### src/audio_out_pkg.sv
// constants, register map and field layout of the serial audio output block
// Summary of operation
// audio clock enable divides the system clock by the 5-bit divisor plus one
// master clock output toggles only while the interface enable bit is set
// bit and word clocks derive from master clock at 256 or 384 times fs
// bit and word clocks stay idle until a sample reaches the converter
// channel-width bit selects 16 or 32 bit clocks per channel
// polarity bit chooses word-select level for the left channel
// each 16-bit sample is shifted out serially, msb first
// justify offset delays the msb; unused slot bits are driven as zero
// source bit picks decoder buffer when clear, host buffer when set
// host byte goes to the upper byte, lower byte filled with zero
// duplication code repeats each host sample 1, 2, 4 or 6 times
// host sample buffer holds eight bytes
// request flag sets on count 4 to 3, clears on 4 to 5
// under-run flag sets when the host buffer becomes empty
// busy flag shows while the host buffer holds eight bytes
// decoder buffer takes 16-bit words and requests while it has room
// clearing request enable stops requests, playback drains the buffer
// interrupt sources masked separately and gated by a global enable
// interrupt on each unmasked flag rise; data write clears both flags
// interrupt flag cleared by hardware on service routine entry
// software sets master-rate bit to the real master clock multiple
// polarity set puts left on high word-select, clear on low
// master-rate bit set means 384 fs, clear means 256 fs
// channel-width bit set gives 32-bit slots, clear gives 16-bit
// write to a full host buffer is dropped, contents unchanged
package audio_out_pkg;
   // register indices; byte address is four times the index
   localparam logic [7:0] IDX_FORMAT = 8'h9a;
   localparam logic [7:0] IDX_PATH = 8'h9b;
   localparam logic [7:0] IDX_STATUS = 8'h9c;
   localparam logic [7:0] IDX_VOICE = 8'h9d;
   localparam logic [7:0] IDX_DIVIDER = 8'hec;
   localparam logic [7:0] IDX_IRQ = 8'hed;
   localparam int unsigned ADDR_W = 10;
   // format control fields
   localparam int unsigned FMT_JUST_LSB = 3;
   localparam int unsigned FMT_POL = 2;
   localparam int unsigned FMT_CHANNEL_WIDTH_SELECT = 1;
   localparam int unsigned FMT_HLR = 0;
   // path control fields
   localparam int unsigned PATH_SRC = 7;
   localparam int unsigned PATH_DRQEN = 6;
   localparam int unsigned PATH_SAMPLE_REQUEST_MASK = 5;
   localparam int unsigned PATH_UNDERRUN_MASK = 4;
   localparam int unsigned PATH_DUP_LSB = 1;
   localparam int unsigned PATH_EN = 0;
   localparam logic [7:0] PATH_WMASK = 8'hf7;
   // status fields
   localparam int unsigned STA_SAMPLE_REQUEST_FLAG = 7;
   localparam int unsigned STA_UNDERRUN_FLAG = 6;
   localparam int unsigned STA_BUSY = 5;
   // interrupt control fields
   localparam int unsigned IRQ_GEN = 0;
   localparam int unsigned IRQ_FLAG = 1;
   // reset values
   localparam logic [7:0] FORMAT_RST = 8'h00;
   localparam logic [7:0] PATH_RST = 8'hb2;
   localparam logic [7:0] VOICE_RST = 8'hff;
   localparam logic [4:0] DIVIDER_RST = 5'h00;
   localparam logic IRQ_GEN_RST = 1'b0;
   // audio clock enable ticks per bit-clock half period for 16-bit slots
   localparam logic [3:0] HALF_BIT_256 = 4'h8;
   localparam logic [3:0] HALF_BIT_384 = 4'hc;
   // buffers
   localparam logic [3:0] HOST_DEPTH = 4'h8;
   localparam logic [3:0] SAMPLE_REQUEST_FLAG_LEVEL = 4'h4;
   localparam logic [2:0] MP3_DEPTH = 3'h4;
   // repeats minus one for duplication codes 00, 01, 10, 11
   localparam logic [2:0] REP_X1 = 3'h0;
   localparam logic [2:0] REP_X2 = 3'h1;
   localparam logic [2:0] REP_X4 = 3'h3;
   localparam logic [2:0] REP_X6 = 3'h5;
   typedef enum logic {CONV_IDLE = 1'b0, CONV_RUN = 1'b1} conv_state_e;
endpackage : audio_out_pkg

### src/serial_audio_output.sv
// serial audio output: apb registers, buffers, clock generator and data converter
`timescale 1ns/1ps
module serial_audio_output (
   input wire logic clk, // 10 MHz system clock
   input wire logic rst, // asynchronous reset, active high
   input wire logic [audio_out_pkg::ADDR_W-1:0] paddr, // apb byte address
   input wire logic psel, // apb select
   input wire logic penable, // apb access phase
   input wire logic pwrite, // apb write
   input wire logic [31:0] pwdata, // apb write data
   output logic [31:0] prdata, // apb read data
   output logic pready, // apb ready
   output logic pslverr, // apb error on unmapped address
   input wire logic [15:0] mp3_data, // decoded sample word
   input wire logic mp3_valid, // decoded word present
   output logic mp3_req, // decoder buffer has room
   input wire logic isr_ack, // service routine entered
   output logic audio_irq, // audio interrupt request
   output logic master_clk_out, // dac system clock
   output logic bit_clock_out, // serial bit clock
   output logic word_select_out, // channel select
   output logic serial_data_out // serial data
);
   logic [7:0] fmt_q;
   logic [7:0] path_q;
   logic [7:0] voice_q;
   logic [4:0] div_q;
   logic gen_q;
   logic irq_q;
   logic [31:0] prdata_q;
   logic [7:0] hbuf [0:7];
   logic [2:0] hwr_q;
   logic [2:0] hrd_q;
   logic [3:0] hcnt_q;
   logic [3:0] hcnt_d;
   logic sample_request_flag_q;
   logic underrun_flag_q;
   logic [15:0] mbuf [0:3];
   logic [1:0] mwr_q;
   logic [1:0] mrd_q;
   logic [2:0] mcnt_q;
   logic [2:0] mcnt_d;
   logic [4:0] dcnt_q;
   logic mclk_q;
   logic [3:0] hb_q;
   logic bclk_q;
   logic [5:0] pos_q;
   logic [5:0] pos_d;
   logic [2:0] rep_q;
   logic [15:0] left_q;
   logic [15:0] right_q;
   logic [15:0] left_d;
   logic [15:0] right_d;
   logic sdo_q;
   logic ws_q;
   audio_out_pkg::conv_state_e st_q;

   // apb decode
   logic [7:0] idx;
   logic setup_ph;
   logic wr_ph;
   logic hit_fmt;
   logic hit_path;
   logic hit_sta;
   logic hit_voice;
   logic hit_div;
   logic hit_irq;
   logic mapped;
   logic [7:0] rd_mux;
   assign idx = paddr[9:2];
   assign setup_ph = psel & ~penable;
   assign wr_ph = psel & penable & pwrite;
   assign hit_fmt = idx == audio_out_pkg::IDX_FORMAT;
   assign hit_path = idx == audio_out_pkg::IDX_PATH;
   assign hit_sta = idx == audio_out_pkg::IDX_STATUS;
   assign hit_voice = idx == audio_out_pkg::IDX_VOICE;
   assign hit_div = idx == audio_out_pkg::IDX_DIVIDER;
   assign hit_irq = idx == audio_out_pkg::IDX_IRQ;
   assign mapped = (paddr[1:0] == 2'b00) &
                   (hit_fmt | hit_path | hit_sta | hit_voice | hit_div | hit_irq);
   assign pready = 1'b1;
   assign pslverr = psel & penable & ~mapped;
   assign prdata = prdata_q;

   // configuration fields
   logic [4:0] just;
   logic left_level_polarity;
   logic channel_width_select;
   logic master_rate_select;
   logic src;
   logic drq_en;
   logic sample_request_mask;
   logic underrun_mask;
   logic [1:0] dup;
   logic aud_en;
   logic busy;
   assign just = fmt_q[audio_out_pkg::FMT_JUST_LSB +: 5];
   assign left_level_polarity = fmt_q[audio_out_pkg::FMT_POL];
   assign channel_width_select = fmt_q[audio_out_pkg::FMT_CHANNEL_WIDTH_SELECT];
   assign master_rate_select = fmt_q[audio_out_pkg::FMT_HLR];
   assign src = path_q[audio_out_pkg::PATH_SRC];
   assign drq_en = path_q[audio_out_pkg::PATH_DRQEN];
   assign sample_request_mask = path_q[audio_out_pkg::PATH_SAMPLE_REQUEST_MASK];
   assign underrun_mask = path_q[audio_out_pkg::PATH_UNDERRUN_MASK];
   assign dup = path_q[audio_out_pkg::PATH_DUP_LSB +: 2];
   assign aud_en = path_q[audio_out_pkg::PATH_EN];
   // busy flag
   assign busy = hcnt_q == audio_out_pkg::HOST_DEPTH;

   assign rd_mux = hit_fmt ? fmt_q :
                   hit_path ? path_q :
                   hit_sta ? {sample_request_flag_q, underrun_flag_q, busy, 5'h00} :
                   hit_voice ? voice_q :
                   hit_div ? {3'h0, div_q} :
                   hit_irq ? {6'h00, irq_q, gen_q} : 8'h00;

   logic vwr;
   assign vwr = wr_ph & mapped & hit_voice;

   always_ff @(posedge clk or posedge rst)
   begin
      if (rst)
      begin
         fmt_q <= audio_out_pkg::FORMAT_RST;
         path_q <= audio_out_pkg::PATH_RST;
         voice_q <= audio_out_pkg::VOICE_RST;
         div_q <= audio_out_pkg::DIVIDER_RST;
         gen_q <= audio_out_pkg::IRQ_GEN_RST;
         prdata_q <= 32'h0000_0000;
      end
      else
      begin
         if (wr_ph & mapped & hit_fmt) fmt_q <= pwdata[7:0];
         if (wr_ph & mapped & hit_path) path_q <= pwdata[7:0] & audio_out_pkg::PATH_WMASK;
         if (vwr) voice_q <= pwdata[7:0];
         if (wr_ph & mapped & hit_div) div_q <= pwdata[4:0];
         if (wr_ph & mapped & hit_irq) gen_q <= pwdata[audio_out_pkg::IRQ_GEN];
         if (setup_ph) prdata_q <= {24'h00_0000, rd_mux};
      end
   end

   // audio clock enable from the 5-bit divisor
   logic tick;
   assign tick = aud_en & (dcnt_q == div_q);
   always_ff @(posedge clk or posedge rst)
   begin
      if (rst) dcnt_q <= 5'h00;
      else if (tick | ~aud_en) dcnt_q <= 5'h00;
      else dcnt_q <= dcnt_q + 5'h01;
   end

   // master clock runs only while enabled
   always_ff @(posedge clk or posedge rst)
   begin
      if (rst) mclk_q <= 1'b0;
      else if (~aud_en) mclk_q <= 1'b0;
      else if (tick) mclk_q <= ~mclk_q;
   end
   assign master_clk_out = mclk_q;

   // half bit period in ticks: 256 or 384 fs over 32 or 64 bits a frame
   logic [3:0] half_base;
   logic [3:0] half_len;
   assign half_base = master_rate_select ? audio_out_pkg::HALF_BIT_384 : audio_out_pkg::HALF_BIT_256;
   // wider slots halve the bit period
   assign half_len = channel_width_select ? {1'b0, half_base[3:1]} : half_base;

   logic run;
   logic hb_end;
   logic fall;
   logic frame_last;
   logic host_avail;
   logic mp3_avail;
   logic avail;
   logic load;
   logic stop;
   logic hpop;
   logic mpop;
   logic hpush;
   logic mpush;
   logic [2:0] rep_new;
   assign run = st_q == audio_out_pkg::CONV_RUN;
   assign hb_end = tick & run & (hb_q == half_len - 4'h1);
   assign fall = hb_end & bclk_q;
   // frame spans two 16-bit or two 32-bit slots
   assign frame_last = pos_q == (channel_width_select ? 6'd63 : 6'd31);
   assign host_avail = (rep_q != 3'h0) | (hcnt_q != 4'h0);
   assign mp3_avail = mcnt_q >= 3'h2;
   // source select
   assign avail = src ? host_avail : mp3_avail;
   // clocks start with the first sample and stop when none is left
   assign load = aud_en & avail & ((~run) | (fall & frame_last));
   assign stop = ~aud_en | (fall & frame_last & ~avail);
   assign hpop = load & src & (rep_q == 3'h0);
   assign mpop = load & ~src;
   // full buffer drops the write
   assign hpush = vwr & ~busy;

   // repeats per host sample
   assign rep_new = (dup == 2'b00) ? audio_out_pkg::REP_X1 :
                    (dup == 2'b01) ? audio_out_pkg::REP_X2 :
                    (dup == 2'b10) ? audio_out_pkg::REP_X4 : audio_out_pkg::REP_X6;

   // host byte widened to the upper byte, mono on both channels
   always_comb
   begin
      left_d = left_q;
      right_d = right_q;
      if (hpop)
      begin
         left_d = {hbuf[hrd_q], 8'h00};
         right_d = {hbuf[hrd_q], 8'h00};
      end
      else if (mpop)
      begin
         left_d = mbuf[mrd_q];
         right_d = mbuf[mrd_q + 2'h1];
      end
   end

   assign pos_d = load ? 6'd0 : (fall ? pos_q + 6'd1 : pos_q);

   // serial bit for a frame position, msb first
   // justify offset shifts the msb; bits outside the sample are zero
   function automatic logic data_bit(input logic [5:0] p, input logic sz,
                                     input logic [4:0] j, input logic [15:0] l,
                                     input logic [15:0] r);
      logic [4:0] slot;
      logic ch;
      logic [5:0] rel;
      slot = sz ? p[4:0] : {1'b0, p[3:0]};
      ch = sz ? p[5] : p[4];
      rel = {1'b0, slot} - {1'b0, j};
      if ((slot < j) || (rel > 6'd15)) data_bit = 1'b0;
      else if (ch) data_bit = r[4'hf - rel[3:0]];
      else data_bit = l[4'hf - rel[3:0]];
   endfunction : data_bit

   logic chan_d;
   assign chan_d = channel_width_select ? pos_d[5] : pos_d[4];

   always_ff @(posedge clk or posedge rst)
   begin
      if (rst)
      begin
         st_q <= audio_out_pkg::CONV_IDLE;
         hb_q <= 4'h0;
         bclk_q <= 1'b0;
         pos_q <= 6'd0;
         rep_q <= 3'h0;
         left_q <= 16'h0000;
         right_q <= 16'h0000;
         sdo_q <= 1'b0;
         ws_q <= 1'b0;
      end
      else
      begin
         left_q <= left_d;
         right_q <= right_d;
         pos_q <= pos_d;
         if (load & src) rep_q <= (rep_q != 3'h0) ? rep_q - 3'h1 : rep_new;
         else if (~src) rep_q <= 3'h0;
         if (stop & ~load)
         begin
            st_q <= audio_out_pkg::CONV_IDLE;
            bclk_q <= 1'b0;
            hb_q <= 4'h0;
         end
         else
         begin
            if (load) st_q <= audio_out_pkg::CONV_RUN;
            if (hb_end) bclk_q <= ~bclk_q;
            if (hb_end) hb_q <= 4'h0;
            else if (tick & run) hb_q <= hb_q + 4'h1;
         end
         if (load | fall)
         begin
            sdo_q <= data_bit(pos_d, channel_width_select, just, left_d, right_d);
            // left slot on high select when polarity set
            ws_q <= chan_d ? ~left_level_polarity : left_level_polarity;
         end
      end
   end
   assign bit_clock_out = bclk_q;
   assign word_select_out = ws_q;
   assign serial_data_out = sdo_q;

   // eight-byte host buffer
   always_ff @(posedge clk)
   begin
      if (hpush) hbuf[hwr_q] <= pwdata[7:0];
   end
   assign hcnt_d = hcnt_q + {3'h0, hpush} - {3'h0, hpop};
   always_ff @(posedge clk or posedge rst)
   begin
      if (rst)
      begin
         hwr_q <= 3'h0;
         hrd_q <= 3'h0;
         hcnt_q <= 4'h0;
      end
      else
      begin
         if (hpush) hwr_q <= hwr_q + 3'h1;
         if (hpop) hrd_q <= hrd_q + 3'h1;
         hcnt_q <= hcnt_d;
      end
   end

   // request flag on count crossing; set wins over the data-write clear
   logic sample_request_flag_set;
   logic underrun_flag_set;
   assign sample_request_flag_set = src & (hcnt_q == audio_out_pkg::SAMPLE_REQUEST_FLAG_LEVEL) &
                     (hcnt_d == audio_out_pkg::SAMPLE_REQUEST_FLAG_LEVEL - 4'h1);
   // under-run when the buffer drains
   assign underrun_flag_set = src & (hcnt_q == 4'h1) & (hcnt_d == 4'h0);
   logic sample_request_flag_clr;
   assign sample_request_flag_clr = vwr | ((hcnt_q == audio_out_pkg::SAMPLE_REQUEST_FLAG_LEVEL) &
                            (hcnt_d == audio_out_pkg::SAMPLE_REQUEST_FLAG_LEVEL + 4'h1));
   // masked sources, global enable
   logic irq_set;
   assign irq_set = gen_q & src & ((sample_request_flag_set & ~sample_request_mask) | (underrun_flag_set & ~underrun_mask));
   always_ff @(posedge clk or posedge rst)
   begin
      if (rst)
      begin
         sample_request_flag_q <= 1'b0;
         underrun_flag_q <= 1'b0;
         irq_q <= 1'b0;
      end
      else
      begin
         // data write clears both source flags
         sample_request_flag_q <= sample_request_flag_set | (sample_request_flag_q & ~sample_request_flag_clr);
         underrun_flag_q <= underrun_flag_set | (underrun_flag_q & ~vwr);
         // service entry clears the interrupt flag
         irq_q <= irq_set | (irq_q & ~isr_ack);
      end
   end
   assign audio_irq = irq_q;

   // decoder buffer requests while it has room
   // request enable gates requests only; playback drains what is held
   assign mp3_req = drq_en & (mcnt_q < audio_out_pkg::MP3_DEPTH);
   assign mpush = mp3_valid & mp3_req;
   assign mcnt_d = mcnt_q + {2'h0, mpush} - {mpop, 1'b0};
   always_ff @(posedge clk)
   begin
      if (mpush) mbuf[mwr_q] <= mp3_data;
   end
   always_ff @(posedge clk or posedge rst)
   begin
      if (rst)
      begin
         mwr_q <= 2'h0;
         mrd_q <= 2'h0;
         mcnt_q <= 3'h0;
      end
      else
      begin
         if (mpush) mwr_q <= mwr_q + 2'h1;
         if (mpop) mrd_q <= mrd_q + 2'h2;
         mcnt_q <= mcnt_d;
      end
   end
endmodule : serial_audio_output

### config.mk
export PLATFORM = sky130hd
export DESIGN_NAME = serial_audio_output
export DESIGN_NICKNAME = d
export VERILOG_FILES = /design/src/audio_out_pkg.sv /design/src/serial_audio_output.sv
export SDC_FILE = /design/constraint.sdc
export NUM_CORES = 1
export LEC_CHECK = 0
export BUFFER_PORTS_ARGS = -buffer_cell sky130_fd_sc_hd__buf_2
export CORE_MARGIN = 1
export CORE_UTILIZATION = 40
export DETAILED_ROUTE_END_ITERATION = 16
export HOLD_SLACK_MARGIN = 0.06
export SYNTH_ARGS = -nofsm -noshare
export SYNTH_HDL_FRONTEND = slang
export SYNTH_SLANG_ARGS = --single-unit
export TNS_END_PERCENT = 10
### constraint.sdc
create_clock -name clk -period 7.6 [get_ports clk]
set_clock_uncertainty 0.1 [all_clocks]
set_input_delay 0.38 -clock clk [delete_from_list [all_inputs] [get_ports clk]]
set_output_delay 0.38 -clock clk [all_outputs]
set_load 0.01 [all_outputs]
After elaboration in Yosys (flattened, before gate mapping)
Memories as Yosys holds them, arrays and structs flattened. Index checks and enable logic that the tools add are counted.

Register bits after elaboration: 112. Output and inout port bits: 40. Memories: 2. Memory bits (writable): 128. Word-level logic and storage cells: 191.

Eq/ne operators: 18. Reduce and logical (&&, ||, !) cells: 10. Mux-type cells: 45. Magnitude comparators: 5. Add/sub/neg operators: 16. Bitwise gates (word level): 69.

Memories: hbuf (words 8, bits a word 8, rd ports 1, clocked after memory_dff 0, write ports 1, RTL line serial_audio_output.sv:31) `logic [7:0] hbuf [0:7];`; mbuf (words 4, bits a word 16, rd ports 2, clocked after memory_dff 0, write ports 1, RTL line serial_audio_output.sv:38) `logic [15:0] mbuf [0:3];`.

Operators by type and width (number): two-way mux 16 bit (4); equality test 8 bit, second input constant (6); bitwise AND 1 bit (38); two-way mux 8 bit (4); two-way mux 3 bit (7); two-way mux 6 bit (3); two-way mux 1 bit (17); two-way mux 4 bit (4); inverter 1 bit (16); two-way mux 5 bit (3); OR 1 bit (15); binary-select mux 1 bit (select 4 bit) (2); equality test 4 x 3 -> 1 bit, second input constant (2); adder 3 x 1 -> 3 bit, second input constant (2); adder 6 x 1 -> 6 bit, second input constant (1); equality test 6 bit (1); > comparator 6 x 4 -> 1 bit, second input constant (1); nonzero test 3 bit (2); subtractor 5 x 5 -> 6 bit (1); adder 5 x 1 -> 5 bit, second input constant (1); equality test 5 bit (1); < comparator 4 x 5 -> 1 bit, second input constant (1); < comparator 5 bit (1); adder 2 x 1 -> 2 bit, second input constant (2); other kinds (25) (28).

Depth between registers and ports, before layout
Depth after elaboration: 18. Depth in mapped cells: 22. Mapped depth without buffers: 21.

Worst setup path before layout
No wires, ideal clock.

Path type: register -> register. Start point: register fmt_q[1]. End point: register sdo_q, in the netlist serial_data_out. Path buffers: 1. Cell stages (with the launch flop): 17. Period minus slack after synthesis: 4.392 ns. Library setup time: 0.076 ns. Data arrival time: 4.215 ns. Setup slack: 3.208 ns. Path through: dfrtp_1 inv_1 ha_1 xnor2_1 and4_1 and4_1 nor2_1 nor2_1 clkbuf_1 nor2_1 fa_1 mux4_2 a211o_1 nand4b_1 nand4b_1 a221o_1 o21ai_1.

Word-level cells in the longest chain between the ends: 16. Elaborated cells on any way between the ends: 33. Those cells by class: add/sub (3); order compare (2); eq/ne (2); mux (16); bitwise (9); reduce/logical (1).

Ends and longest elaborated chain: start, declared (RTL line serial_audio_output.sv:24) `logic [7:0] fmt_q;`; start signal, assigned (RTL line serial_audio_output.sv:124) `fmt_q <= audio_out_pkg::FORMAT_RST;`; start signal, assigned (RTL line serial_audio_output.sv:133) `if (wr_ph & mapped & hit_fmt) fmt_q <= pwdata[7:0];`; two-way mux 4 bit (RTL line serial_audio_output.sv:166) `assign half_len = channel_width_select ? {1'b0, half_base[3:1]} : half_base;`; subtractor 4 x 1 -> 4 bit (RTL line serial_audio_output.sv:183) `assign hb_end = tick & run & (hb_q == half_len - 4'h1);`; equality test 4 bit (RTL line serial_audio_output.sv:183); bitwise AND 1 bit (RTL line serial_audio_output.sv:183); bitwise AND 1 bit (RTL line serial_audio_output.sv:184) `assign fall = hb_end & bclk_q;`; bitwise AND 1 bit (RTL line serial_audio_output.sv:192) `assign load = aud_en & avail & ((~run) | (fall & frame_last));`; OR 1 bit (RTL line serial_audio_output.sv:192); bitwise AND 1 bit (RTL line serial_audio_output.sv:192); two-way mux 6 bit (*) (RTL line serial_audio_output.sv:221) `assign pos_d = load ? 6'd0 : (fall ? pos_q + 6'd1 : pos_q);`; via pos_d[1] (RTL line serial_audio_output.sv:48) `logic [5:0] pos_d;`; two-way mux 5 bit (*) (RTL line serial_audio_output.sv:231) `slot = sz ? p[4:0] : {1'b0, p[3:0]};`; subtractor 5 x 5 -> 6 bit (RTL line serial_audio_output.sv:233) `rel = {1'b0, slot} - {1'b0, j};`; subtractor 4 bit (RTL line serial_audio_output.sv:235, serial_audio_output.sv:236); binary-select mux 1 bit (select 4 bit), on equally long branches (RTL line serial_audio_output.sv:236, serial_audio_output.sv:235); two-way mux 1 bit, on equally long branches (RTL line serial_audio_output.sv:236, serial_audio_output.sv:235); two-way mux 1 bit (RTL line serial_audio_output.sv:235) `else if (ch) data_bit = r[4'hf - rel[3:0]];`; two-way mux 1 bit (*) (RTL line serial_audio_output.sv:234) `if ((slot < j) || (rel > 6'd15)) data_bit = 1'b0;`; end signal, assigned (RTL line serial_audio_output.sv:278) `sdo_q <= data_bit(pos_d, channel_width_select, just, left_d, right_d);`; end, declared (RTL line serial_audio_output.sv:54) `logic sdo_q;`.

Mark *: on every way through the listed nets, which the timed path passes. The rest lies on a longest branch. The select of a mux whose other input is x is not followed. A chain may end at the register's enable or synchronous reset.

Worst setup path after layout
Start point: register fmt_q[1]. End point: register sdo_q, in the netlist serial_data_out.

Word-level cells in the longest chain between the ends: 16. Elaborated cells on any way between the ends: 33. Those cells by class: add/sub (3); order compare (2); eq/ne (2); mux (16); bitwise (9); reduce/logical (1).

Ends and longest elaborated chain (RTL line): two-way mux 4 bit (serial_audio_output.sv:166); subtractor 4 x 1 -> 4 bit (serial_audio_output.sv:183); equality test 4 bit (serial_audio_output.sv:183); bitwise AND 1 bit (serial_audio_output.sv:183); bitwise AND 1 bit (serial_audio_output.sv:184); bitwise AND 1 bit (serial_audio_output.sv:192); OR 1 bit (serial_audio_output.sv:192); bitwise AND 1 bit (serial_audio_output.sv:192); two-way mux 6 bit (serial_audio_output.sv:221); two-way mux 5 bit (serial_audio_output.sv:231); subtractor 5 x 5 -> 6 bit (serial_audio_output.sv:233); subtractor 4 bit (serial_audio_output.sv:235, serial_audio_output.sv:236); binary-select mux 1 bit (select 4 bit), on equally long branches (serial_audio_output.sv:236, serial_audio_output.sv:235); two-way mux 1 bit, on equally long branches (serial_audio_output.sv:236, serial_audio_output.sv:235); two-way mux 1 bit (serial_audio_output.sv:235); two-way mux 1 bit (serial_audio_output.sv:234).

Parallel ways exist; a longest one is shown, timed or not. The select of a mux whose other input is x is not followed.

==> flow_metrics.env <==
export IMPL_die_h_um=168
export IMPL_cap_violations=0
export IMPL_cts_root_buf="clkbuf_16"
export IMPL_syn_inst=864
export IMPL_clock_power_share=0.484
export IMPL_cts_tree="built"
export IMPL_rows=60
export IMPL_first_global_vias=6750
export IMPL_synth_area_leader_cell="edfxtp_1"
export IMPL_firstDrtPassIters=5
export IMPL_crit_end="serial_data_out"
export IMPL_p_comb_frac=0.022
export IMPL_irDropWorstVdd_mv=0.160
export IMPL_postRouteAntennaNets=0
export IMPL_status="completed"
export IMPL_vias_per_cell=5.29
export IMPL_core_area_um2=27000
export IMPL_critPathLaunchType="flip-flop"
export IMPL_r2r_cells=18
export IMPL_num_antenna_cells=0
export IMPL_ys_types=72
export IMPL_finalCritPeriodShare=0.728
export IMPL_max_freq_mhz=181
export IMPL_clk_pin_slew_ns=0.06
export IMPL_via_count=6885
export IMPL_grt_overflow_total=0
export IMPL_drv_slew=0
export IMPL_portBuffers=55
export IMPL_rsz0062_at_grt="no"
export IMPL_cts_setup_buffers=0
export IMPL_synth_edff_count=128
export IMPL_syn_area_per_cell_um2=12.8
export IMPL_netSwitchingFraction=0.201
export IMPL_drc=0
export IMPL_path_class="reg -> reg"
export IMPL_floorplan_initialDensity=0.408
export IMPL_arrival_ns=5.90
export IMPL_hold_viol_final=0
export IMPL_track_usage=0.171
export IMPL_yosysSeqAreaShare=0.601
export IMPL_worstSkewPairLatency_ns=0.53
export IMPL_final_setup_worst_slack_ns=2.06
export IMPL_powerDensity_nw_per_um2=218
export IMPL_clkSinkCount=239
export IMPL_die_w_um=168
export IMPL_r2r_slack_ns=2.06
export IMPL_max_slew_worst_pin_slew_ns=0.978
export IMPL_drive_gt1_frac=0.195
export IMPL_grt_pass1_wl_um=37400
export IMPL_syn_area_um2=11000
export IMPL_final_nets=1035
export IMPL_antenna_found_initial=0
export IMPL_r2r_end="serial_data_out"
export IMPL_cts_buffers_inserted=27
export IMPL_clock_path_buffers=3
export IMPL_path_max_fanout=23
export IMPL_worstPathRequired_ns=7.96
export IMPL_grt_max_degree=75
export IMPL_p_int_mw=2.22
export IMPL_dieArea_um2=28300
export IMPL_synth_seq_cells=239
export IMPL_wire_per_inst_um=18.2
export IMPL_max_slew_margin=0.348
export IMPL_yosys_warnings=0
export IMPL_p_leak_nw=5.16
export IMPL_synth_top_cell_area_share=0.348
export IMPL_synthToLayoutAreaGrowth_pct=15.1
export IMPL_tns_ns=0
export IMPL_p_switching_uw=556
export IMPL_totalWireLength_um=23600
export IMPL_synthArstFlopShare=0.464
export IMPL_seqPwrFrac=0.494
export IMPL_gp_congestion=0.813
export IMPL_setup_viol=0
export IMPL_pre_cts_slack_ns=2.14
export IMPL_end_kind="flip-flop"
export IMPL_io_pins=105
export IMPL_reg2reg_from="fmt_q[1]"
export IMPL_dp_hpwl_um=16000
export IMPL_htree_levels=1
export IMPL_min_period_ns=5.54
export IMPL_timing_critical_path_from="fmt_q[1]"
export IMPL_min_path_type="in -> reg"
export IMPL_drt_iter0_markers=455
export IMPL_synth_area_top_cells="edfxtp_1, dfrtp_1, mux4_2, mux2_2, ha_1"
export IMPL_synth_top_flop_cell="edfxtp_1"
==> cells by family after synthesis <==
family                   synth area share
AO/OA/AOI/OAI                      0.0911
XOR/XNOR                           0.0270
adder cells (fa/ha/maj)            0.0354
buffers and inverters              0.0442
flip-flops                          0.601
multiplexers                       0.0997
other                            0.000681
AND/OR/NAND/NOR                     0.100
==> cell usage after synthesis (3+ instances only) <==
cell / n
nand2_1: 85
nor4_1: 4
a22oi_1: 3
and4_1: 3
o2111ai_1: 5
or4_1: 4
a31oi_1: 6
mux2i_1: 30
a2111o_1: 3
nand4_1: 7
buf_4: 25
nand3_1: 12
o21ai_0: 34
mux2_2: 35
nor3_1: 7
o211ai_1: 23
inv_1: 37
edfxtp_1: 128
a2111oi_0: 3
nand2b_1: 6
nor2_1: 66
nand3b_1: 5
xor2_1: 18
a21o_1: 6
and3_1: 9
a21oi_1: 17
buf_1: 8
mux4_2: 18
clkbuf_1: 19
ha_1: 28
o31ai_1: 5
dfstp_2: 12
and2_1: 6
a211oi_1: 17
xnor2_1: 16
dfrtp_1: 99
nor2b_1: 5
buf_2: 9
==> power by group through the flow <==
stage          Combinational [mW]  Clock, mW  Sequential, mW
3_5_place_dp               0.0537          0            1.40
3_3_place_gp               0.0527          0            1.39
6_report                   0.0604       1.34            1.37
5_1_grt                    0.0678       1.42            1.37
2_1_floorplan              0.0306          0            1.40
4_1_cts                    0.0615       1.37            1.37
==> layout by cell type, fill, tap and decap left out, types with 23 or more instances in the layout <==
cell         n
o211ai_1    23
ha_1        28
mux2i_1     30
o21ai_0     34
buf_2       55
nor2_1      66
clkbuf_16   27
dfrtp_1     99
conb_1      25
edfxtp_1   128
mux2_2      35
nand2_1     85
inv_1       36
==> how the worst min path moves through the flow <==
stage / start / end / slack (ns) / depth (start not counted)
after global placement: voice_q[7] / voice_q[7] / 0.34 / 2
final: pwdata[6] / voice_q[6] / 0.08 / 3
after global routing: pwdata[6] / voice_q[6] / 0.08 / 3
after detailed placement: voice_q[3] / voice_q[3] / 0.35 / 2
after floorplan: voice_q[6] / voice_q[6] / 0.34 / 2
after CTS: pwdata[6] / voice_q[6] / 0.07 / 3
==> layout make-up <==
cell class / count / area [um^2]
Clock buffer: 36 / 749
Clock inverter: 14 / 180
Fill cell: 2457 / 14300
Inverter: 38 / 145
Multi-Input combinational cell: 548 / 4000
Sequential cell: 239 / 6640
Tap cell: 341 / 427
Timing Repair Buffer: 86 / 558
==> worst max-delay path, stage by stage (launching register included) <==
cell	delay, ns
dfrtp_1	0.45
inv_1	0.12
ha_1	0.30
xnor2_1	0.19
and4_1	0.32
and4_1	0.54
nor2_1	0.16
nor2_1	0.14
buf_4	0.21
or2_2	0.15
ha_1	0.13
inv_1	0.06
fa_1	1.05
mux4_2	0.62
a211o_1	0.30
nand4b_1	0.09
nand4b_1	0.11
a221o_1	0.31
o21ai_1	0.12
==> per-layer routing <==
layer / wire [um] / up-vias / GRT usage
met2: 11600 / 129 / 0.286
met5: 0 / - / 0
met4: 546 / 0 / 0.0458
met3: 715 / 32 / 0.0240
met1: 10700 / 3441 / 0.233
li1: - / 3283 / -
==> registers in the layout, indices dropped and copies added (netlist names), 4 cells and up <==
signal,cells
hbuf,64
path_q,7
prdata,8
div_q,5
pos_q,6
right_q,16
hcnt_q,4
fmt_q,8
voice_q,8
hb_q,4
left_q,16
dcnt_q,5
mbuf,64
==> per-stage QoR <==
stage	hold slack [ns]	instances	instance area, um^2	power [mW]	util
after CTS	0.0705	1302	12700	2.80	0.470
after detailed placement	0.348	1232	11600	1.45	0.428
after global placement	0.344	1232	11600	1.45	0.428
final	0.0799	1302	12700	2.77	0.470
after floorplan	0.337	887	11100	1.43	-
after global routing	0.0782	1302	12700	2.85	0.470
==> timing repair <==
item / 4_1_cts / 5_1_grt
hold buffers: 20 / 0
hold endpoints to repair: 99 / 0
endpoints found under the setup margin: 0 / 0
gates resized for setup: 0 / 0
No activity file was read; power rests on OpenSTA's default activity.
